### src/jamp_defs.vh
`ifndef JAMP_DEFS_VH
`define JAMP_DEFS_VH
`define JAMP_ST_NORMAL   2'h0
`define JAMP_ST_START    2'h1
`define JAMP_ST_TRIP     2'h2
`define JAMP_ST_BLOCKED  2'h3
`define JAMP_EVT_START   2'h0
`define JAMP_EVT_TRIP    2'h1
`define JAMP_EVT_BLOCK   2'h2
`define JAMP_SEL_ON      2'h1
`define JAMP_SEL_OFF     2'h2
`define JAMP_REC_DEPTH   12
`define JAMP_CLK_HZ      25000000
`define JAMP_RES_US      5000
`define JAMP_RES_CYC     ((`JAMP_CLK_HZ / 1000000) * `JAMP_RES_US)
`define JAMP_BLK_LEAD_MS 5
`endif

### src/jamp_core.v
// What this block does
// status code 0 normal, 1 started, 2 tripped, 3 blocked.
// blocking input sampled once at each program cycle start, held all cycle.
// pick-up with blocking inactive asserts START and starts operate timing.
// pick-up with blocking active asserts BLOCKED, no timing or trip.
// blocking during START drops START and runs release timing as on reset.
// entering blocked raises display pulse and stamped block event with data.
// software test switch drives blocking only while stage forcing is enabled.
// blocking source must assert 5 ms before operate delay expires.
// separate ON/OFF events per output, stored per user ON/OFF/both selection.
// every event carries time stamp and captured process data.
// twelve most recent operation records are retained.
// record created only on ON transitions of START, TRIP, BLOCKED.
// record holds time, event, fault type, currents, remaining time, group.
// expected operating time in 5 ms steps, recomputed when current changes.
// signed countdown of time left to trip in 5 ms steps.
// highest current to pick-up setting ratio in 0.01 steps.
// START only when pick-up active and blocking inactive.
// definite-time operate delay between START and TRIP.
// thirteenth record overwrites the oldest, circular storage.
`timescale 1ns/1ns
`include "jamp_defs.vh"
module jamp_core #(
  parameter CW    = 16,
  parameter TW    = 48,
  parameter TMW   = 20,
  parameter DEPTH = `JAMP_REC_DEPTH
) (
  input  wire            CLK,
  input  wire            SYS_RST,
  input  wire            CYCLE_TICK,
  input  wire            PICKUP,
  input  wire            BLOCK_IN,
  input  wire            TEST_BLOCK_SW,
  input  wire            STAGE_FORCE_EN,
  input  wire [TMW-1:0]  OPERATE_DELAY,
  input  wire [TMW-1:0]  RELEASE_DELAY,
  input  wire [CW-1:0]   I_MAX,
  input  wire [CW-1:0]   I_SET,
  input  wire [CW-1:0]   I_PRE20,
  input  wire [CW-1:0]   I_PRE200,
  input  wire [3:0]      FAULT_TYPE,
  input  wire [2:0]      SETTING_GROUP_INDEX,
  input  wire [TW-1:0]   TIME_STAMP,
  input  wire [5:0]      EVT_SEL,
  input  wire [3:0]      REC_RD_IDX,
  output reg  [1:0]      STATUS,
  output reg             START,
  output reg             TRIP,
  output reg             BLOCKED,
  output reg             HMI_BLOCK_NOTE,
  output reg             EVT_VALID,
  output reg  [1:0]      EVT_CODE,
  output reg             EVT_ON,
  output reg  [TW-1:0]   EVT_TIME,
  output reg  [CW-1:0]   EVT_CURRENT,
  output reg  [3:0]      EVT_FAULT,
  output reg  [TMW-1:0]  EXP_OP_TIME,
  output reg  [TMW:0]    TIME_TO_TRIP,
  output reg  [CW-1:0]   RATIO,
  output reg  [TW+2+4+4*CW+TMW+3-1:0] REC_RD_DATA,
  output reg  [3:0]      REC_COUNT
);
  localparam RW = TW + 2 + 4 + 4 * CW + TMW + 3;
  localparam [31:0] RES_CYC_W = `JAMP_RES_CYC;
  localparam [21:0] RES_CYC = RES_CYC_W[21:0];
  reg            blk_q;
  reg            pick_q;
  reg  [21:0]    res_cnt_q;
  reg  [TMW-1:0] op_cnt_q;
  reg  [TMW-1:0] rel_cnt_q;
  reg            releasing_q;
  reg  [CW-1:0]  imax_q;
  reg  [RW-1:0]  rec_mem [0:DEPTH-1];
  reg  [3:0]     wr_ptr_q;
  reg            rec_we;
  reg  [1:0]     rec_code;
  reg            st_d;
  reg            tr_d;
  reg            bl_d;
  wire           blk_src = STAGE_FORCE_EN ? (BLOCK_IN | TEST_BLOCK_SW) : BLOCK_IN;
  wire           res_tick = (res_cnt_q == RES_CYC - 22'h1);
  wire [TMW-1:0] remaining = OPERATE_DELAY - op_cnt_q;

  // ratio in hundredths; divider is costly but runs on settled settings
  function [CW-1:0] ratio_f;
    input [CW-1:0] num;
    input [CW-1:0] den;
    reg   [CW+6:0] prod;
    reg   [CW+6:0] quo;
    begin
      prod = {7'h00, num} * 7'h64;
      quo  = (den == {CW{1'b0}}) ? {(CW+7){1'b1}} : prod / {7'h00, den};
      // saturate rather than wrap when the ratio outgrows the output
      ratio_f = (quo[CW+6:CW] != 7'h00) ? {CW{1'b1}} : quo[CW-1:0];
    end
  endfunction

  always @*
  begin
    st_d = START;
    tr_d = TRIP;
    bl_d = BLOCKED;
    if (!pick_q)
    begin
      st_d = 1'b0;
      tr_d = 1'b0;
      bl_d = 1'b0;
    end
    else if (blk_q)
    begin
      st_d = 1'b0;
      tr_d = 1'b0;
      bl_d = !START && !TRIP ? 1'b1 : BLOCKED;
    end
    else if (!BLOCKED)
    begin
      st_d = !TRIP;
      tr_d = TRIP || (START && op_cnt_q >= OPERATE_DELAY);
    end
  end

  always @(posedge CLK or posedge SYS_RST)
  begin
    if (SYS_RST)
    begin
      blk_q          <= 1'b0;
      pick_q         <= 1'b0;
      res_cnt_q      <= 22'h000000;
      op_cnt_q       <= {TMW{1'b0}};
      rel_cnt_q      <= {TMW{1'b0}};
      releasing_q    <= 1'b0;
      imax_q         <= {CW{1'b0}};
      STATUS         <= `JAMP_ST_NORMAL;
      START          <= 1'b0;
      TRIP           <= 1'b0;
      BLOCKED        <= 1'b0;
      HMI_BLOCK_NOTE <= 1'b0;
      EVT_VALID      <= 1'b0;
      EVT_CODE       <= 2'h0;
      EVT_ON         <= 1'b0;
      EVT_TIME       <= {TW{1'b0}};
      EVT_CURRENT    <= {CW{1'b0}};
      EVT_FAULT      <= 4'h0;
      EXP_OP_TIME    <= {TMW{1'b0}};
      TIME_TO_TRIP   <= {(TMW+1){1'b0}};
      RATIO          <= {CW{1'b0}};
      wr_ptr_q       <= 4'h0;
      REC_COUNT      <= 4'h0;
    end
    else
    begin
      res_cnt_q      <= res_tick ? 22'h000000 : res_cnt_q + 22'h1;
      HMI_BLOCK_NOTE <= 1'b0;
      EVT_VALID      <= 1'b0;
      RATIO          <= ratio_f(I_MAX, I_SET);
      if (CYCLE_TICK)
      begin
        blk_q  <= blk_src;
        pick_q <= PICKUP;
      end
      else
      begin
        START   <= st_d;
        TRIP    <= tr_d;
        BLOCKED <= bl_d;
        STATUS  <= tr_d ? `JAMP_ST_TRIP : st_d ? `JAMP_ST_START :
                   bl_d ? `JAMP_ST_BLOCKED : `JAMP_ST_NORMAL;
        if (START && !st_d && !tr_d)
        begin
          releasing_q <= 1'b1;
          rel_cnt_q   <= {TMW{1'b0}};
        end
        if (!START && st_d)
          op_cnt_q <= {TMW{1'b0}};
        if (bl_d && !BLOCKED)
          HMI_BLOCK_NOTE <= 1'b1;
        if (rec_we)
        begin
          EVT_VALID   <= 1'b1;
          EVT_CODE    <= rec_code;
          EVT_ON      <= (st_d & !START) | (tr_d & !TRIP) | (bl_d & !BLOCKED);
          EVT_TIME    <= TIME_STAMP;
          EVT_CURRENT <= I_MAX;
          EVT_FAULT   <= FAULT_TYPE;
        end
      end
      if (res_tick)
      begin
        if (START && op_cnt_q < OPERATE_DELAY)
          op_cnt_q <= op_cnt_q + {{(TMW-1){1'b0}}, 1'b1};
        if (releasing_q)
        begin
          // release time ends the hold of the operate counter
          if (rel_cnt_q >= RELEASE_DELAY)
          begin
            releasing_q <= 1'b0;
            op_cnt_q    <= {TMW{1'b0}};
          end
          else
            rel_cnt_q <= rel_cnt_q + {{(TMW-1){1'b0}}, 1'b1};
        end
      end
      imax_q <= I_MAX;
      if (imax_q != I_MAX || !START)
        EXP_OP_TIME <= OPERATE_DELAY;
      TIME_TO_TRIP <= START ? {1'b0, remaining} :
                      TRIP ? {(TMW+1){1'b0}} : {1'b0, OPERATE_DELAY};
      if (rec_we && ((st_d & !START) | (tr_d & !TRIP) | (bl_d & !BLOCKED)) && !CYCLE_TICK)
      begin
        wr_ptr_q <= (wr_ptr_q == DEPTH - 1) ? 4'h0 : wr_ptr_q + 4'h1;
        if (REC_COUNT != DEPTH)
          REC_COUNT <= REC_COUNT + 4'h1;
      end
    end
  end

  // event selection: bit 2k = store ON, bit 2k+1 = store OFF, per output k
  always @*
  begin
    rec_we   = 1'b0;
    rec_code = `JAMP_EVT_START;
    if (tr_d != TRIP)
    begin
      rec_code = `JAMP_EVT_TRIP;
      rec_we   = tr_d ? EVT_SEL[2] : EVT_SEL[3];
    end
    else if (bl_d != BLOCKED)
    begin
      rec_code = `JAMP_EVT_BLOCK;
      rec_we   = bl_d ? EVT_SEL[4] : EVT_SEL[5];
    end
    else if (st_d != START)
      rec_we = st_d ? EVT_SEL[0] : EVT_SEL[1];
  end

  always @(posedge CLK)
  begin
    if (!SYS_RST && !CYCLE_TICK && rec_we &&
        ((st_d & !START) | (tr_d & !TRIP) | (bl_d & !BLOCKED)))
      rec_mem[wr_ptr_q] <= {TIME_STAMP, rec_code, FAULT_TYPE, I_PRE20, I_MAX,
                            I_PRE200, I_SET, remaining, SETTING_GROUP_INDEX};
    REC_RD_DATA <= rec_mem[REC_RD_IDX];
  end
endmodule // jamp_core

### config.mk
export PLATFORM = sky130hd
export DESIGN_NAME = jamp_core
export DESIGN_NICKNAME = d
export VERILOG_FILES = /design/src/jamp_core.v
export VERILOG_INCLUDE_DIRS = /design/src /design/src/src
export SDC_FILE = /design/constraint.sdc
export NUM_CORES = 2
export LEC_CHECK = 0
export ABC_AREA = 1
export BUFFER_PORTS_ARGS = -buffer_cell sky130_fd_sc_hd__buf_2
export CAP_MARGIN = 20
export CORE_MARGIN = 2
export CORE_UTILIZATION = 57
export CTS_BUF_LIST = sky130_fd_sc_hd__clkbuf_4 sky130_fd_sc_hd__clkbuf_8
export DETAILED_ROUTE_END_ITERATION = 7
export PLACE_DENSITY = 0.75
export RECOVER_POWER = 100
export SYNTH_ARGS = -nofsm -noshare
export SYNTH_HDL_FRONTEND = slang
export SYNTH_SLANG_ARGS = --single-unit
### constraint.sdc
create_clock -name CLK -period 25.3 [get_ports CLK]
set_clock_uncertainty 0.05 [all_clocks]
set_input_delay 1.265 -clock CLK [delete_from_list [all_inputs] [get_ports CLK]]
set_output_delay 1.265 -clock CLK [all_outputs]
set_load 0.005 [all_outputs]
# Word level (Yosys, flattened, before mapping)
# Memory sizes are Yosys's and may differ from the RTL's. A register that Yosys moved wholly into a read port is not among the register bits.
# Cells that the tools add are included.
op_classes:
  add_sub_neg: 6
  n_mul: 1
  div: 1
  magnitude_cmp: 3
  eq_ne: 7
  n_mux: 49
  n_bitwise: 7
  reduce_logical: 25
op_table:
  columns: ["operator", "n"]
  rows:
  - ["20-bit 2-to-1 mux", 13]
  - ["20-bit by 1-bit adder with 20-bit output, second input constant", 2]
  - ["20-bit >= comparator", 2]
  - ["1-bit 2-to-1 mux", 27]
  - ["23-bit by 16-bit divider with 23-bit output", 1]
  - ["23-bit 2-to-1 mux", 1]
  - ["22-bit by 1-bit adder with 22-bit output, second input constant", 1]
  - ["22-bit by 17-bit == test with 1-bit output, second input constant", 1]
  - ["22-bit 2-to-1 mux", 1]
  - ["16-bit by 5-bit multiplier with 21-bit output, second input constant", 1]
  - ["20-bit less-than comparator", 1]
  - ["20-bit subtractor", 1]
  - ["16-bit logical NOT", 1]
  - ["16-bit 2-to-1 mux", 1]
  - ["16-bit != test", 1]
  - ["1-bit logical AND", 12]
  - ["2-bit 2-to-1 mux", 5]
  - ["4-bit by 1-bit adder with 4-bit output, second input constant", 2]
  - ["1-bit logical NOT", 7]
  - ["7-bit nonzero test", 1]
  - ["4-bit == test, second input constant", 1]
  - ["4-bit 2-to-1 mux", 1]
  - ["4-bit != test, second input constant", 1]
  - ["2-bit AND reduction", 2]
  - ["other kinds (5)", 12]
word_totals:
  ff_bits: 223
  ramBits: 1692
  output_inout_bits: 280
  elab_cells: 123
  memories: 1
memory_table:
  columns: ["name", "depth", "width", "rd", "rd_clocked_by_memory_dff", "wr", "line", "rtl"]
  rows:
  - ["rec_mem", 12, 141, 1, 1, 1, "jamp_core.v:74", "reg [RW-1:0] rec_mem [0:DEPTH-1];"]

# Depth between registers and ports, before layout
depth:
  ltp_word: 13
  mapped_depth: 369
  mapped_depth_nobuf: 352

# Worst setup path after synthesis
# No wires, ideal clock.
synth_path:
  kind: "input to register"
  start: "in I_MAX[7]"
  end: "reg RATIO[0]"
  t_arrival_ns: 48.913
  setup_slack_ns: -23.789
  path_stages: 349
  path_buffers: 22
  cell_sequence: "ha_1 -> ha_1 -> inv_1 -> fa_1 -> inv_1 -> ha_1 -> nand2_1 -> nor2_2 -> and2_1 -> nand2_1 -> nand2_1 -> a21oi_1 -> o21bai_1 -> xnor2_1 -> inv_1 -> ha_1 -> nand2_1 -> nor4_1 -> (+313 left out) -> nand3_1 -> nand2_1 -> nand2_1 -> nand4_1 -> nor2_4 -> buf_8 -> o21ai_2 -> ha_1 -> a21oi_1 -> o21ai_0 -> a21oi_1 -> o21ai_0 -> nand4_1 -> o2111ai_1 -> a2111oi_0 -> nand3_1 -> nor2_1 -> nand3_1"
synth_via:
  elab_chain_len: 5
synth_rtl:
  columns: ["item", "line", "rtl"]
  rows:
  - ["start, declared", "jamp_core.v:38", "input wire [CW-1:0] I_MAX,"]
  - ["16-bit by 5-bit multiplier with 21-bit output *", "jamp_core.v:92", "prod = {7'h00, num} * 7'h64;"]
  - ["23-bit by 16-bit divider with 23-bit output *", "jamp_core.v:93", "quo = (den == {CW{1'b0}}) ? {(CW+7){1'b1}} : prod / {7'h00, den};"]
  - ["23-bit 2-to-1 mux *", "jamp_core.v:93", null]
  - ["7-bit nonzero test", "jamp_core.v:95", "ratio_f = (quo[CW+6:CW] != 7'h00) ? {CW{1'b1}} : quo[CW-1:0];"]
  - ["16-bit 2-to-1 mux *", "jamp_core.v:95", null]
  - ["end signal, assigned", "jamp_core.v:147", "RATIO <= {CW{1'b0}};"]
  - ["end signal, assigned", "jamp_core.v:156", "RATIO <= ratio_f(I_MAX, I_SET);"]
  - ["end, declared", "jamp_core.v:60", "output reg [CW-1:0] RATIO,"]
# Every way passes the cells marked *; elsewhere a longest branch is shown, timed or not.
# A chain may end at the register's enable or synchronous reset.

# Worst setup path in the final report
layout_path:
  start: "in I_MAX[9]"
  end: "reg RATIO[0]"
# Same word-level chain as after synthesis.

==> reports/results.txt <==
Outcome = complete, but fails checks
Failing checks = capacitance limit, slew limit, setup timing
CTS Sinks = 2056
Die Area = 181900 sq um
Multiplexer share of the synthesized area = 0.03104
Number of global-route vias before repair = 81456
Worst-Skew Late Latency = 1060 ps
H-tree depth = 5
Max_cap viols = 1
R2R Path End = rec_mem[3][128]
Post-Syn Area = 101700 sq um
Core area = 177800 sq um
Row count = 155
Slowest cell on crit path = fa_1
Worst setup SP type = primary input
Period utilisation layout = 1.765
RSZ-0062 raised after global routing = yes
Area after DPL = 117000 sq um
Clock transition at path regs = 70 ps
Seq/Total Area, Yosys = 0.5820
Finished Cell Area = 130600 sq um
Starting density of the core = 0.5721
Worst Path Arrival = 45530 ps
Fmax = 22.39 MHz
Mapped Nets = 10191
Fraction of registers with async set/reset = 0.1085
CP Class = primary input to register
Overflow after GRT = 0
Slew Limit Fails = 86
Top cells by area, synth = edfxtp_1 (50%), dfrtp_1 (5.5%), o21ai_0 (5.3%)
Cells after Synth = 9645
Worst-path fanout max = 14
Crit path required time = 26170 ps
Boundary Pins = 456
TritonCTS buffer count = 338
DIE WIDTH = 426.5 um
Yosys warning total = 0
WL final = 312.8 mm
First drt pass iteration count = 6
Post-DRT Antenna Nets = 0
Worst slew pin tran = 4431 ps
Netlist cell types = 88
Final setup violation count = 9
Final #Nets = 12438
Fin. Hold Viols = 0
Crit end category = register
Simple-Gate Fraction of Synth Area = 0.1149
Top_reg_cell synth = edfxtp_1
Hold WC Path Type = primary input to register
Initial antenna violation count = 14
Maximum clock path buffer count = 4
Min Hold Slack = 382.5 ps
Critical Path Source = I_MAX[9]
Die height = 426.5 um
Adder-cell share of the synthesized area = 0.04646
TritonCTS clock tree = done
Hold buffers post-CTS = 0
WHS Endpoint = pick_q
DR iter-0 viols = 7372
Tmin final = 44660 ps
Area grow syn2layout = 28.34%
DRC = 0
Total Routing Usage GR = 0.3331
Largest net degree at the start of global routing = 198
Root Buffer = clkbuf_8
Min-delay src = PICKUP
Synthesis-stage register bit count = 2056
Worst hold stages = 3
Number of synthesized flops with an enable pin = 1692
Slowest cell delay on critical path = 520 ps
Xor/xnor share of the synthesized area = 0.02468
R2r startpoint = op_cnt_q[3]
Post-DP HPWL = 192.5 mm
Most used cell, CP = buf_4
Yosys top cell by area = edfxtp_1
Mapped Avg Cell Area = 10.55 sq um
Final WS setup = -19360 ps
Worst Reg2Reg Path Length in Cells = 29
PortBufs = 454
Layout cell share with drive strength beyond 1 = 0.3110
Synth Area in Compound Gates = 0.1358
Via Count = 82495
Flop2flop setup slack = 15640 ps
Wire per inst = 21.54 um
Vias per inst = 5.681
GP Congestion = 0.9686
Top-area cell type share of the netlist area = 0.4994
Largest family of logic cells by synthesized area = compound AO/OA/AOI/OAI gates
Slew headroom = -1.970
First-pass GRT wire length = 463.5 mm
sequential cells by signal (all words and copies together) (netlist names), 16 cells and up:
name          flops
imax_q           16
rec_mem        1692
rel_cnt_q        20
REC_RD_DATA     141
RATIO            16
EVT_CURRENT      16
res_cnt_q        22
EXP_OP_TIME      20
EVT_TIME         48
op_cnt_q         20
TIME_TO_TRIP     20
critical path, delay by kind of cell:
family	cells	cell delay [ps]
mux	1	200
buf+inv	90	9810
xor+xnor	8	1250
compound gates	103	15600
simple gates	106	9760
fa+ha+maj	26	7470
placed cells by master, fill, tap and decap left out, types with 292 or more instances in the layout:
cell	count
a21oi_1	716
nand2_1	1164
buf_2	339
mux2i_1	292
clkbuf_8	380
edfxtp_1	1692
buf_4	1740
o21ai_0	974
nor2_1	307
inv_1	1190
layer usage:
| metal | share of wire | track usage | wire length (um) | vias to the layer above |
|---|---|---|---|---|
| li1 | - | - | - | 38330 |
| met1 | 0.38 | 0.4014 | 118100 | 39797 |
| met2 | 0.48 | 0.5616 | 151400 | 3492 |
| met3 | 0.069 | 0.05089 | 21580 | 872 |
| met4 | 0.069 | 0.2097 | 21680 | 4 |
| met5 | 0.000077 | 0 | 24 | - |
how the worst max path moves through the flow:
stage / slack, ps / cells after the start / end
floorplan: -19330 / 351 / RATIO[0]
global placement: -19510 / 333 / RATIO[0]
detailed placement: -21170 / 323 / RATIO[0]
CTS: -17420 / 340 / RATIO[0]
global route: -22050 / 340 / RATIO[0]
finish: -19360 / 334 / RATIO[0]
metrics by stage:
stage,TNS (ps),worst slack (ps),utilization,std cells
finish,-94250,-19360,0.7342,14521
global route,-115240,-22050,0.7341,14517
CTS,-79810,-17420,0.7217,14398
floorplan,-93380,-19330,-,9645
global placement,-96420,-19510,0.6578,13455
detailed placement,-108790,-21170,0.6578,13456
synth_stat cells (44+ instances only):
| cell | n |
|---|---|
| edfxtp_1 | 1692 |
| nand2_1 | 1283 |
| inv_1 | 1250 |
| o21ai_0 | 1071 |
| a21oi_1 | 818 |
| nor2_1 | 372 |
| ha_1 | 357 |
| mux2i_1 | 293 |
| clkbuf_1 | 292 |
| nand3_1 | 234 |
| dfrtp_1 | 223 |
| o211ai_1 | 216 |
| xor2_1 | 182 |
| dfxtp_1 | 141 |
| nand2_2 | 129 |
| nand4_1 | 112 |
| xnor2_1 | 101 |
| a31oi_1 | 88 |
| nor3_1 | 84 |
| a211oi_1 | 76 |
| buf_1 | 61 |
| nand2_4 | 46 |
| nand3_2 | 44 |
timing repair:
action                                 in CTS  in global routing
resized for setup                         482                315
setup buffers                             337                106
endpoints found under the hold margin       0                  0
setup endpoints to repair                  10                 10
pin swaps                                 329                328
cloned                                      8                  3
cell type report:
class | instances | area (sq um)
timing repair inverter | 3 | 20.02
timing repair buffer | 2294 | 16610
sequential | 2056 | 59210
clock buffer | 507 | 6177
multi-input combinational | 5911 | 40090
inverter | 1288 | 4925
clock inverter | 93 | 551.8
tap | 2355 | 2947
antenna | 14 | 35.03
fill | 11841 | 47270
kinds of logic after synthesis:
kind of cell,Yosys count
multiplexers,313
other,1
adder cells (fa/ha/maj),370
AO/OA/AOI/OAI,2474
flip-flops,2056
XOR/XNOR,285
AND/OR/NAND/NOR,2464
buffers and inverters,1682
Power is left out: the tool's default activity adds up to more than one toggle a clock period on the data nets, which glitch-free logic cannot reach.
